$ cat src/wdg_pkg.sv
// package for the watchdog timer block
// assumes a single 100 MHz clock and an Avalon-MM register slave
package wdg_pkg;

  // ----------------------------------------------------------------
  // register map
  // ----------------------------------------------------------------
  localparam logic [7:0] WATCHDOG_CONTROL_OFS  = 8'h14; // byte address
  localparam logic [7:0] MISC_CONFIG_THREE_OFS = 8'h18; // byte address
  localparam logic [7:0] STATUS_OFS            = 8'h1c; // byte address
  localparam logic [7:0] CTRL_RESET            = 8'h7f;
  localparam logic [7:0] MISC_RESET            = 8'h00;
  localparam int         ACT_BIT               = 7;
  localparam int         MSB_BIT               = 6;
  localparam int         HALT_PERMIT_BIT       = 7;

  // ----------------------------------------------------------------
  // timing
  // ----------------------------------------------------------------
  localparam int PRESCALE_CYCLES  = 65536; // machine cycles per step
  localparam int CLK_MHZ          = 100;
  localparam int RESET_PULSE_NS   = 500;
  localparam int RESET_PULSE_CYC  = (RESET_PULSE_NS * CLK_MHZ) / 1000;
  localparam int WAKE_DELAY_CLKS  = 514;

  // ----------------------------------------------------------------
  // power-mode status carried together
  // ----------------------------------------------------------------
  typedef struct packed {
    logic wait_mode;
    logic halt_exec;   // one-cycle pulse on halt instruction
    logic osc_stopped;
    logic ext_wake;    // one-cycle pulse on external interrupt
    logic usb_suspend;
  } power_s;

endpackage

$ cat src/watchdog_timer.sv
// watchdog timer with 7-bit downcounter and reset pulse generator
// assumes power-mode signals synchronous to CLK, one machine cycle per CLK
//
// Operation
// [RULE1] counter drops by one every 65536 machine cycles; 64 timeout steps
// [RULE2] active watchdog resets when counter goes from 40h to 3Fh
// [RULE3] expiry drives the reset pin low for about 500 ns
// [RULE4] counter keeps running even when watchdog is off
// [RULE5] software writes values C0h to FFh into the control register
// [RULE6] software refreshes control register before the counter msb clears
// [RULE7] at 8 MHz FFh gives 524.288 ms and C0h gives 8.192 ms
// [RULE8] software option comes out of every reset deactivated
// [RULE9] activation bit once set ignores clears until reset
// [RULE10] writing active with msb clear forces an immediate reset
// [RULE11] hardware option keeps watchdog always active
// [RULE12] wait mode changes nothing
// [RULE13] halt with stopped oscillator freezes counter and blocks resets
// [RULE14] after external wake, counting resumes 514 clocks later
// [RULE15] no watchdog reset on halt entry during usb suspend
// [RULE16] control register: bit 7 activation, bits 6:0 countdown
// [RULE17] control register resets to 7Fh
// [RULE18] software should refresh the counter before halt
// [RULE19] halt without permit while active resets, except in usb suspend
// [RULE20] write to control register loads counter at once
module watchdog_timer #(
  parameter int PRESCALE = wdg_pkg::PRESCALE_CYCLES,
  parameter int WAKE_DLY = wdg_pkg::WAKE_DELAY_CLKS
) (
  input  wire logic          CLK,
  input  wire logic          RST,
  input  wire logic          HW_OPTION,
  input  wire wdg_pkg::power_s PWR,
  input  wire logic [7:0]    AVS_ADDRESS,
  input  wire logic          AVS_READ,
  input  wire logic          AVS_WRITE,
  input  wire logic [31:0]   AVS_WRITEDATA,
  input  wire logic [3:0]    AVS_BYTEENABLE,
  output logic [31:0]        AVS_READDATA,
  output logic               AVS_WAITREQUEST,
  output logic               WDG_RESET_N
);

  // ----------------------------------------------------------------
  // elaboration checks
  // ----------------------------------------------------------------
  // the wake delay check below unrolls eight cycles, so shorter delays are refused
  if (PRESCALE < 2 || WAKE_DLY < 8) begin : g_bad_params
    $error("watchdog_timer: bad prescale or wake delay");
  end

  localparam int PW  = $clog2(PRESCALE);
  localparam int WW  = $clog2(WAKE_DLY + 1);
  localparam int RW  = $clog2(wdg_pkg::RESET_PULSE_CYC + 1);
  localparam logic [PW-1:0] PRE_LAST  = PW'(PRESCALE - 1);
  localparam logic [WW-1:0] WAKE_LOAD = WW'(WAKE_DLY);
  localparam logic [RW-1:0] PULSE_LD  = RW'(wdg_pkg::RESET_PULSE_CYC);

  typedef enum logic [1:0] {RUN, HALTED, WAKING} pmode_e;

  logic [6:0]    count_ff;
  logic          act_ff;
  logic          permit_ff;
  logic [PW-1:0] pre_ff;
  logic [WW-1:0] wake_ff;
  logic [RW-1:0] pulse_ff;
  pmode_e        mode_ff;
  logic          ack_ff;
  logic          hw_ff;

  logic acc, wr_ctrl, wr_misc, step, active, frozen, halt_hit, expire, soft_rst;

  // ----------------------------------------------------------------
  // bus decode
  // ----------------------------------------------------------------
  assign acc     = (AVS_READ | AVS_WRITE) & ~ack_ff;
  // writes land at the edge where the master sees waitrequest low
  assign wr_ctrl = ack_ff & AVS_WRITE & AVS_BYTEENABLE[0]
                   & (AVS_ADDRESS == wdg_pkg::WATCHDOG_CONTROL_OFS);
  assign wr_misc = ack_ff & AVS_WRITE & AVS_BYTEENABLE[0]
                   & (AVS_ADDRESS == wdg_pkg::MISC_CONFIG_THREE_OFS);

  // option strap caught by clock after reset release
  always_ff @(posedge CLK or posedge RST) begin
    if (RST) begin
      hw_ff <= 1'b0;
    end else begin
      hw_ff <= HW_OPTION;
    end
  end

  // ----------------------------------------------------------------
  // power mode and gating
  // ----------------------------------------------------------------
  assign active = hw_ff | act_ff;                                  // see [RULE11]
  assign frozen = (mode_ff != RUN);                                // see [RULE13]
  assign step   = ~frozen & (pre_ff == PRE_LAST);                  // see [RULE1] [RULE12]
  assign halt_hit = PWR.halt_exec & active & ~permit_ff
                    & ~PWR.usb_suspend & ~frozen;                  // see [RULE19] [RULE15]
  assign soft_rst = wr_ctrl & AVS_WRITEDATA[wdg_pkg::ACT_BIT]
                    & ~AVS_WRITEDATA[wdg_pkg::MSB_BIT];            // see [RULE10]
  assign expire = active & step & (count_ff == 7'h40);             // see [RULE2]

  // halt / wake sequencing
  always_ff @(posedge CLK or posedge RST) begin
    if (RST) begin
      mode_ff <= RUN;
      wake_ff <= '0;
    end else begin
      unique case (mode_ff)
        RUN: begin
          if (PWR.halt_exec & PWR.osc_stopped & ~halt_hit) begin
            mode_ff <= HALTED;                                     // see [RULE13]
          end
        end
        HALTED: begin
          if (PWR.ext_wake) begin
            mode_ff <= WAKING;
            wake_ff <= WAKE_LOAD;                                  // see [RULE14]
          end
        end
        WAKING: begin
          if (wake_ff == WW'(1)) begin
            mode_ff <= RUN;
          end
          wake_ff <= wake_ff - WW'(1);
        end
      endcase
    end
  end

  // ----------------------------------------------------------------
  // prescaler and counter
  // ----------------------------------------------------------------
  always_ff @(posedge CLK or posedge RST) begin
    if (RST) begin
      pre_ff <= '0;
    end else if (!frozen) begin
      pre_ff <= (pre_ff == PRE_LAST) ? '0 : pre_ff + PW'(1);       // see [RULE4]
    end
  end

  // countdown, loaded by write
  always_ff @(posedge CLK or posedge RST) begin
    if (RST) begin
      count_ff <= wdg_pkg::CTRL_RESET[6:0];                        // see [RULE17]
    end else if (wr_ctrl) begin
      count_ff <= AVS_WRITEDATA[6:0];                              // see [RULE20] [RULE16]
    end else if (step) begin
      count_ff <= count_ff - 7'h01;                                // see [RULE4] [RULE7]
    end
  end

  // activation bit, set only
  always_ff @(posedge CLK or posedge RST) begin
    if (RST) begin
      act_ff <= wdg_pkg::CTRL_RESET[wdg_pkg::ACT_BIT];             // see [RULE8]
    end else if (wr_ctrl & AVS_WRITEDATA[wdg_pkg::ACT_BIT]) begin
      act_ff <= 1'b1;                                              // see [RULE9]
    end
  end

  // halt permit bit
  always_ff @(posedge CLK or posedge RST) begin
    if (RST) begin
      permit_ff <= wdg_pkg::MISC_RESET[wdg_pkg::HALT_PERMIT_BIT];
    end else if (wr_misc) begin
      permit_ff <= AVS_WRITEDATA[wdg_pkg::HALT_PERMIT_BIT];
    end
  end

  // ----------------------------------------------------------------
  // reset pulse generator
  // ----------------------------------------------------------------
  always_ff @(posedge CLK or posedge RST) begin
    if (RST) begin
      pulse_ff    <= '0;
      WDG_RESET_N <= 1'b1;
    end else if (expire | soft_rst | halt_hit) begin
      pulse_ff    <= PULSE_LD;                                     // see [RULE3]
      WDG_RESET_N <= 1'b0;
    end else if (pulse_ff != '0) begin
      pulse_ff    <= pulse_ff - RW'(1);
      WDG_RESET_N <= (pulse_ff == RW'(1));
    end
  end

  // ----------------------------------------------------------------
  // bus answer: one wait state
  // ----------------------------------------------------------------
  always_ff @(posedge CLK or posedge RST) begin
    if (RST) begin
      ack_ff          <= 1'b0;
      AVS_WAITREQUEST <= 1'b1;
      AVS_READDATA    <= '0;
    end else begin
      ack_ff          <= acc;
      AVS_WAITREQUEST <= ~acc;
      if (acc & AVS_READ) begin
        unique case (AVS_ADDRESS)
          wdg_pkg::WATCHDOG_CONTROL_OFS: AVS_READDATA <= {24'h0, act_ff, count_ff};
          wdg_pkg::MISC_CONFIG_THREE_OFS: AVS_READDATA <= {24'h0, permit_ff, 7'h00};
          wdg_pkg::STATUS_OFS: AVS_READDATA <= {29'h0, hw_ff, frozen, active};
          default: AVS_READDATA <= '0;
        endcase
      end
    end
  end

  // ----------------------------------------------------------------
  // assertions
  // ----------------------------------------------------------------
  property p_expire_pulse;
    @(posedge CLK) disable iff (RST) expire |=> !WDG_RESET_N;
  endproperty
  a_expire_pulse: assert property (p_expire_pulse) else $error("no reset on expiry"); // see [RULE2]

  property p_pulse_len;
    @(posedge CLK) disable iff (RST)
      $fell(WDG_RESET_N) && !expire && !soft_rst && !halt_hit |-> !WDG_RESET_N [*5];
  endproperty
  a_pulse_len: assert property (p_pulse_len) else $error("reset pulse too short"); // see [RULE3]

  property p_act_sticky;
    @(posedge CLK) disable iff (RST) act_ff |=> act_ff;
  endproperty
  a_act_sticky: assert property (p_act_sticky) else $error("activation bit cleared"); // see [RULE9]

  property p_write_load;
    @(posedge CLK) disable iff (RST) wr_ctrl |=> count_ff == $past(AVS_WRITEDATA[6:0]);
  endproperty
  a_write_load: assert property (p_write_load) else $error("write not loaded"); // see [RULE20]

  property p_frozen_hold;
    @(posedge CLK) disable iff (RST) frozen && !wr_ctrl |=> $stable(count_ff);
  endproperty
  a_frozen_hold: assert property (p_frozen_hold) else $error("counter moved in halt"); // see [RULE13]

  property p_soft_reset;
    @(posedge CLK) disable iff (RST) soft_rst |=> !WDG_RESET_N;
  endproperty
  a_soft_reset: assert property (p_soft_reset) else $error("no software reset"); // see [RULE10]

  property p_inactive_quiet;
    @(posedge CLK) disable iff (RST)
      !active && !soft_rst && WDG_RESET_N |=> WDG_RESET_N;
  endproperty
  a_inactive_quiet: assert property (p_inactive_quiet) else $error("reset while idle"); // see [RULE8]

  property p_suspend_halt;
    @(posedge CLK) disable iff (RST)
      PWR.halt_exec && PWR.usb_suspend && !expire && !soft_rst && WDG_RESET_N
      |=> WDG_RESET_N;
  endproperty
  a_suspend_halt: assert property (p_suspend_halt) else $error("reset in suspend"); // see [RULE15]

  property p_wake_delay;
    @(posedge CLK) disable iff (RST) mode_ff == HALTED && PWR.ext_wake |=> frozen [*8];
  endproperty
  a_wake_delay: assert property (p_wake_delay) else $error("woke too early"); // see [RULE14]

  // ----------------------------------------------------------------
  // counting and power mode checks
  // ----------------------------------------------------------------
  // one step lowers the count by exactly one
  property p_step_count;
    @(posedge CLK) disable iff (RST)
      step && !wr_ctrl |=> count_ff == $past(count_ff) - 7'h01;
  endproperty
  a_step_count: assert property (p_step_count) else $error("count step wrong"); // see [RULE1]

  // prescaler wraps after its last count
  property p_prescale_wrap;
    @(posedge CLK) disable iff (RST)
      !frozen && pre_ff == PRE_LAST |=> pre_ff == '0;
  endproperty
  a_prescale_wrap: assert property (p_prescale_wrap) else $error("prescale stuck"); // see [RULE4]

  // wait mode does not hold back a step
  property p_wait_step;
    @(posedge CLK) disable iff (RST)
      PWR.wait_mode && !frozen && pre_ff == PRE_LAST |-> step;
  endproperty
  a_wait_step: assert property (p_wait_step) else $error("step lost in wait"); // see [RULE12]

  // hardware option expires without the activation bit
  property p_hw_expire;
    @(posedge CLK) disable iff (RST)
      hw_ff && step && count_ff == 7'h40 |=> !WDG_RESET_N;
  endproperty
  a_hw_expire: assert property (p_hw_expire) else $error("no hardware expiry"); // see [RULE11]

  // halt without permit resets an active watchdog
  property p_halt_reset;
    @(posedge CLK) disable iff (RST)
      halt_hit |=> !WDG_RESET_N;
  endproperty
  a_halt_reset: assert property (p_halt_reset) else $error("no reset on halt"); // see [RULE19]

  // permitted halt with stopped oscillator freezes
  property p_halt_enter;
    @(posedge CLK) disable iff (RST)
      mode_ff == RUN && PWR.halt_exec && PWR.osc_stopped && permit_ff |=> frozen;
  endproperty
  a_halt_enter: assert property (p_halt_enter) else $error("halt not frozen"); // see [RULE13]

  // counting resumes once the wake delay runs out
  property p_wake_resume;
    @(posedge CLK) disable iff (RST)
      mode_ff == WAKING && wake_ff == WW'(1) |=> !frozen;
  endproperty
  a_wake_resume: assert property (p_wake_resume) else $error("wake stuck"); // see [RULE14]

  // ----------------------------------------------------------------
  // pulse and bus checks
  // ----------------------------------------------------------------
  // pin stays low while the pulse counter runs
  property p_pulse_hold;
    @(posedge CLK) disable iff (RST)
      pulse_ff > RW'(1) |=> !WDG_RESET_N;
  endproperty
  a_pulse_hold: assert property (p_pulse_hold) else $error("pulse cut short"); // see [RULE3]

  // pin returns high at the end of the pulse
  property p_pulse_end;
    @(posedge CLK) disable iff (RST)
      pulse_ff == RW'(1) && !expire && !soft_rst && !halt_hit |=> WDG_RESET_N;
  endproperty
  a_pulse_end: assert property (p_pulse_end) else $error("pulse too long"); // see [RULE3]

  // software reset write also sets the activation bit
  property p_soft_act;
    @(posedge CLK) disable iff (RST)
      soft_rst |=> act_ff;
  endproperty
  a_soft_act: assert property (p_soft_act) else $error("soft reset not active"); // see [RULE10]

  // a taken request is answered in the next cycle
  property p_take_ack;
    @(posedge CLK) disable iff (RST)
      acc |=> !AVS_WAITREQUEST;
  endproperty
  a_take_ack: assert property (p_take_ack) else $error("request not answered");

  // the answer stands for one cycle only
  property p_ack_once;
    @(posedge CLK) disable iff (RST)
      !AVS_WAITREQUEST |=> AVS_WAITREQUEST;
  endproperty
  a_ack_once: assert property (p_ack_once) else $error("answer held too long");

  c_expire: cover property (@(posedge CLK) disable iff (RST) expire);
  c_soft:   cover property (@(posedge CLK) disable iff (RST) soft_rst);
  c_halt:   cover property (@(posedge CLK) disable iff (RST) halt_hit);
  c_hw:     cover property (@(posedge CLK) disable iff (RST) hw_ff && expire);
  c_wake:   cover property (@(posedge CLK) disable iff (RST) mode_ff == WAKING && wake_ff == WW'(1));

endmodule

$ cat config.mk
export PLATFORM = sky130hd
export DESIGN_NAME = watchdog_timer
export DESIGN_NICKNAME = d
export VERILOG_FILES = /design/src/wdg_pkg.sv /design/src/watchdog_timer.sv
export SDC_FILE = /design/constraint.sdc
export NUM_CORES = 1
export LEC_CHECK = 0
export BUFFER_PORTS_ARGS = -buffer_cell sky130_fd_sc_hd__buf_2
export CORE_MARGIN = 3
export CORE_UTILIZATION = 56
export DETAILED_ROUTE_END_ITERATION = 16
export GPL_TIMING_DRIVEN = 0
export PLACE_DENSITY = 0.85
export SYNTH_ARGS = -nofsm -noshare
export SYNTH_HDL_FRONTEND = slang
export SYNTH_SLANG_ARGS = --single-unit
$ cat constraint.sdc
create_clock -name CLK -period 5.4 [get_ports CLK]
set_input_delay 0.27 -clock CLK [delete_from_list [all_inputs] [get_ports CLK]]
set_output_delay 0.27 -clock CLK [all_outputs]
set_load 0.01 [all_outputs]
# Word level (Yosys, flattened, before mapping)
# Index checks and enable logic that the tools add are counted.
# totals
wordCells,78
output_inout_bits,34
reg_bits,79
# classes
bitwise,28
addsub,4
n_eq_ne,12
muxes,14
n_reduce_logical,8
# ops
op,count
$eq A8 B5 Y1 const B,3
$pmux W8 S3,1
$pmux W10 S2,1
$and A1 B1 Y1,17
$add A16 B1 Y16 const B,1
$eq A16 B16 Y1 const B,1
$mux W16,1
$mux W7,2
$mux W6,2
$eq A10 B1 Y1 const B,1
$mux W10,1
$sub A10 B1 Y10 const B,1
$reduce_bool A2 Y1,4
$eq A7 B7 Y1 const B,1
$not A1 Y1,7
$sub A7 B1 Y7 const B,1
$eq A6 B1 Y1 const B,1
$mux W2,3
$ne A2 B2 Y1 const B,3
$pmux W2 S3,1
$reduce_bool A6 Y1,1
$sub A6 B1 Y6 const B,1
$or A1 B1 Y1,4
$reduce_and A3 Y1,1
5 further kinds,6

# Longest topological paths before layout
# logic_depth
word_depth,9
mapped_depth,9

# Worst setup path before layout
# OpenSTA, ideal clock, no wires.
# synth_path
path_type,reg2reg
startpoint,reg mode_ff[0]
endpoint,reg count_ff[0]
required_time_ns,5.322
synth_period_minus_slack_ns,1.757
arrival_ns,1.678
slack_ns,3.643
n_path_buf,2
stages_incl_launch_ff,10
path_cell_list,dfrtp_1 -> inv_1 -> ha_1 -> buf_4 -> nand4_1 -> nor4_4 -> and2_4 -> buf_12 -> xnor2_1 -> o21ai_2
# synth_via
elab_chain_cells,4
# synth_lines
element,line_no,text
start: declaration,watchdog_timer.sv:66,pmode_e mode_ff;
start signal: assignment,watchdog_timer.sv:106,mode_ff <= RUN;
start signal: assignment,watchdog_timer.sv:112,mode_ff <= HALTED;
start signal: assignment,watchdog_timer.sv:117,mode_ff <= WAKING;
$reduce_bool A2 Y1,watchdog_timer.sv:95,assign frozen = (mode_ff != RUN);
$not A1 Y1,watchdog_timer.sv:96,assign step = ~frozen & (pre_ff == PRE_LAST);
$and A1 B1 Y1,watchdog_timer.sv:96,
$reduce_bool A2 Y1 (no line),--,
end signal: assignment,watchdog_timer.sv:145,count_ff <= wdg_pkg::CTRL_RESET[6:0];
end signal: assignment,watchdog_timer.sv:147,count_ff <= AVS_WRITEDATA[6:0];
end signal: assignment,watchdog_timer.sv:149,count_ff <= count_ff - 7'h01;
end: declaration,watchdog_timer.sv:60,logic [6:0] count_ff;
# No other way between the ends.
# A chain may end at the register's enable or synchronous reset.

# Worst setup path after layout
# layout_path
startpoint,reg mode_ff[0]
endpoint,reg pulse_ff[1]
# layout_via
elab_chain_cells,8
word_cells_on_any_way,10
cone_classes,mux: 1; bitwise: 7; reduce/logical: 2
# layout_lines
element,line_no,text
$reduce_bool A2 Y1 (*),watchdog_timer.sv:95,
$not A1 Y1 (*),"watchdog_timer.sv:96, watchdog_timer.sv:98",
$and A1 B1 Y1,watchdog_timer.sv:96,
$and A1 B1 Y1 (2 in a row),watchdog_timer.sv:101,assign expire = active & step & (count_ff == 7'h40);
$or A1 B1 Y1,watchdog_timer.sv:178,end else if (expire | soft_rst | halt_hit) begin
$or A1 B1 Y1 (*),watchdog_timer.sv:178,
$mux W6 / $reduce_bool A2 Y1 (equally long branches),--,
end signal: assignment,watchdog_timer.sv:182,pulse_ff <= pulse_ff - RW'(1);
end: declaration,watchdog_timer.sv:65,logic [RW-1:0] pulse_ff;
# Mark *: on every way between the ends. The rest lies on a longest branch, timed or not.

==> Implementation_results.wiki <==
{| class="wikitable"
! Metric !! Value
|-
| Register-to-register path setup slack || 3360 ps
|-
| Number of global-route vias before repair || 2,135
|-
| Synthesized instance count || 312
|-
| CP Capture Type || flip-flop
|-
| Synthesis warning total || 0
|-
| Buffers added on ports || 35
|-
| Core Footprint || 5240 um^2
|-
| Clk_skew || 8.41 ps
|-
| Met2 track demand over resource in global routing || 31.0%
|-
| Share of final-layout standard cells stronger than drive strength 1 || 25.8%
|-
| Power per cell area || 357 nW/um^2
|-
| Tightest Pin Transition || 587 ps
|-
| Clock transition at the register clock pins on the worst setup and hold paths after CTS || 100 ps
|-
| Final Max Slew Viols || 0
|-
| Global-route wire length before repair || 9.60 mm
|-
| Worst-case headroom to the max-slew limit || 60.6%
|-
| Mean post-synth cell area || 9.95 um^2
|-
| Final hold violation count || 0
|-
| Area of the multi-input gates || 1520 um^2
|-
| CP Data Required Time || 5650 ps
|-
| Via density per instance || 5.09
|-
| Initial standard-cell utilization of the core || 59.2%
|-
| Setup repair after global routing missed its margin || false
|-
| Data arrival, critical path || 2290 ps
|-
| Outcome || finished clean
|-
| Post-cts sizing count || 0
|-
| Class of the most critical setup path || reg2reg
|-
| Synth area leader || sky130_fd_sc_hd__dfrtp_1
|-
| Crit-path max FO || 10
|-
| Largest voltage drop on the vdd net || 0.000220 V
|-
| Most frequent cells after synthesis || 46 x sky130_fd_sc_hd__dfrtp_1, 33 x sky130_fd_sc_hd__nor2_1, 26 x sky130_fd_sc_hd__buf_4, 26 x sky130_fd_sc_hd__nand2_1, 17 x sky130_fd_sc_hd__o21ai_0
|-
| Maximum Capacitance Violations || 0
|-
| Sum of negative setup slack || 0 ps
|-
| Clock insertion delay at the later pin of the skew report || 310 ps
|-
| Achievable clock frequency || 491 MHz
|-
| CTS sink cnt || 55
|-
| Layer with the highest usage || met2
|-
| Largest net degree at the start of global routing || 35
|-
| Global-route met1 utilization || 25.1%
|-
| Met3 Usage GRT || 3.81%
|-
| Setup Slack @ Placement || 3380 ps
|-
| Delay of the slowest cell on the worst path || 400 ps
|-
| Post CTS Setup Buffer Count || 0
|-
| Share of Yosys cell area claimed by the top area cell type || 37.1%
|-
| GP Congestion || 0.806
|-
| Total of fill cells in the finished design || 423
|-
| Synthesis-stage register bit count || 55
|-
| Share of synthesized area occupied by flip-flops and latches || 44.7%
|-
| Layout Nets || 443
|-
| Period utilization || 37.7%
|-
| Number of flops mapped to enable cells by yosys || 0
|-
| Crit-path slowest cell || sky130_fd_sc_hd__dfrtp_1
|-
| Tmin final || 2040 ps
|-
| Count of different cell masters after synthesis || 55
|-
| Total inserted antenna cells || 0
|-
| Average wire per cell in the routed design || 12.8 um
|-
| Post-synthesis instance area || 3100 um^2
|-
| Antenna violations before repair || 0
|-
| Number of buffers inserted during clock tree synthesis || 5
|-
| Via Count || 2,290
|-
| Final setup slack of the worst path || 3360 ps
|-
| Number of ports placed on the die boundary || 88
|-
| Clock tree from TritonCTS || yes
|-
| Most repeated library cell on the critical path || sky130_fd_sc_hd__nand4_1
|-
| Number of levels in the clock H-tree || 2
|-
| DR iter-0 viols || 82
|-
| Half-perimeter wire length of the detailed placement result || 4.38 mm
|-
| Library cell with the highest instance count after synthesis || sky130_fd_sc_hd__dfrtp_1
|-
| Async set-or-reset flop fraction in the synthesized netlist || 100%
|-
| Crit path launch type || flip-flop
|-
| Sum of overflow across all layers after global routing || 0
|-
| Total die area || 6470 um^2
|-
| Die width || 80.4 um
|-
| CTS max path bufs || 2
|-
| Number of rows created at floorplan || 26
|-
| CTS Root Cell || sky130_fd_sc_hd__clkbuf_8
|-
| Static leakage || 1.74 nW
|-
| Leading register cell type out of synthesis || sky130_fd_sc_hd__dfrtp_1
|-
| Signed area change from the synthesized netlist to the final layout || 15.3%
|-
| Worst hold path class || in2reg
|-
| Most area-consuming cells after synthesis || sky130_fd_sc_hd__dfrtp_1 37%, sky130_fd_sc_hd__dfstp_2 7.6%, sky130_fd_sc_hd__buf_4 6.3%
|-
| Register area || 1390 um^2
|-
| Remaining routing DRC violations || 0
|-
| Number of endpoints failing setup at the final stage || 0
|-
| GRT Overall Usage || 19.1%
|-
| Cell-by-cell trace of the critical path || inv_1 > ha_1 > buf_4 > nand4_1 > nor4_4 > nand4_1 > o311ai_4 > nand2b_1
|-
| Post-DRT Antenna Nets || 0
|-
| Die outline height || 80.4 um
|-
| Number of iterations in the first detailed-routing pass || 4
|-
| Overall routed net length || 5.77 mm
|}
-- routing by layer --
| metal | up-vias | wire length (um) |
|---|---|---|
| li1 | 1156 | - |
| met1 | 1074 | 2460 |
| met2 | 50 | 2970 |
| met3 | 10 | 258 |
| met4 | 0 | 80 |
| met5 | - | 0 |
-- report_power, final --
group          internal (mW)  switching [mW]
clock                  0.105           0.132
sequential             0.503          0.0905
combinational          0.219           0.226
total                  0.828           0.448
-- layout make-up --
class                      instances  share of cell area (%)
timing repair buffer              37                    5.74
clock buffer                       7                    2.41
multi-input combinational        236                    42.5
sequential                        55                    38.8
buffer                            32                    6.61
clock inverter                     1                   0.245
inverter                          12                    1.26
tap                               70                    2.45
-- flip-flops by register name, summed over array words and instances (netlist names), 2 cells and up --
register      count
wake_ff          10
count_ff          7
AVS_READDATA      8
mode_ff           2
pre_ff           16
pulse_ff          6
-- worst paths after layout --
kind	start	cells past startpoint	to
max reg2reg	mode_ff[0]	8	pulse_ff[1]
max in group asynchronous	RST	4	count_ff[0]
min reg2reg	pulse_ff[2]	1	WDG_RESET_N
min in group asynchronous	RST	3	pulse_ff[2]
max	mode_ff[0]	8	pulse_ff[1]
min	HW_OPTION	1	hw_ff
-- cell families after synthesis --
family | Yosys count | synth area share (%)
buffers and inverters | 44 | 9.07
XOR/XNOR | 28 | 7.90
AO/OA/AOI/OAI | 39 | 8.59
multiplexers | 8 | 2.82
other | 1 | 0.121
adder cells (fa/ha/maj) | 10 | 4.03
AND/OR/NAND/NOR | 127 | 22.7
flip-flops | 55 | 44.7
-- critical path, delay by kind of cell, from the launching register on --
kind / cells / cell delay [ps]
AOI/OAI and AO/OA: 1 / 170
adders and majority gates: 1 / 150
DFF: 1 / 400
buffers and inverters: 2 / 270
and+or+nand+nor: 4 / 1000
-- stage by stage --
stage          utilization (%)  cell area, um^2  hold slack, ps  power (mW)  instances
5_1_grt                   68.3             3580            51.7        1.37        450
3_5_place_dp              66.3             3470             320        1.04        441
6_report                  68.3             3580            63.5        1.28        450
4_1_cts                   68.3             3580            53.6        1.28        450
3_3_place_gp              65.9             3450             379        1.01        440
2_1_floorplan                -             3190             301       0.941        335
-- layout by cell type (no fill, tap or decap), types with 9 or more instances in the layout --
cell	netlist	final
sky130_fd_sc_hd__nand2_1	26	26
sky130_fd_sc_hd__nand3_1	9	9
sky130_fd_sc_hd__ha_1	10	10
sky130_fd_sc_hd__dfrtp_1	46	46
sky130_fd_sc_hd__xnor2_1	15	15
sky130_fd_sc_hd__nor2_1	33	33
sky130_fd_sc_hd__dfstp_2	9	9
sky130_fd_sc_hd__nand4_1	10	10
sky130_fd_sc_hd__buf_2	1	36
sky130_fd_sc_hd__xor2_1	13	13
sky130_fd_sc_hd__o21ai_0	17	17
sky130_fd_sc_hd__inv_1	12	11
sky130_fd_sc_hd__buf_4	26	26
sky130_fd_sc_hd__conb_1	1	24
-- timing repair --
action	4_1_cts	5_1_grt
endpoints found under the hold margin	20	0
hold buffers	1	0
setup endpoints to repair	0	0
(Power assumes the default switching activity.)
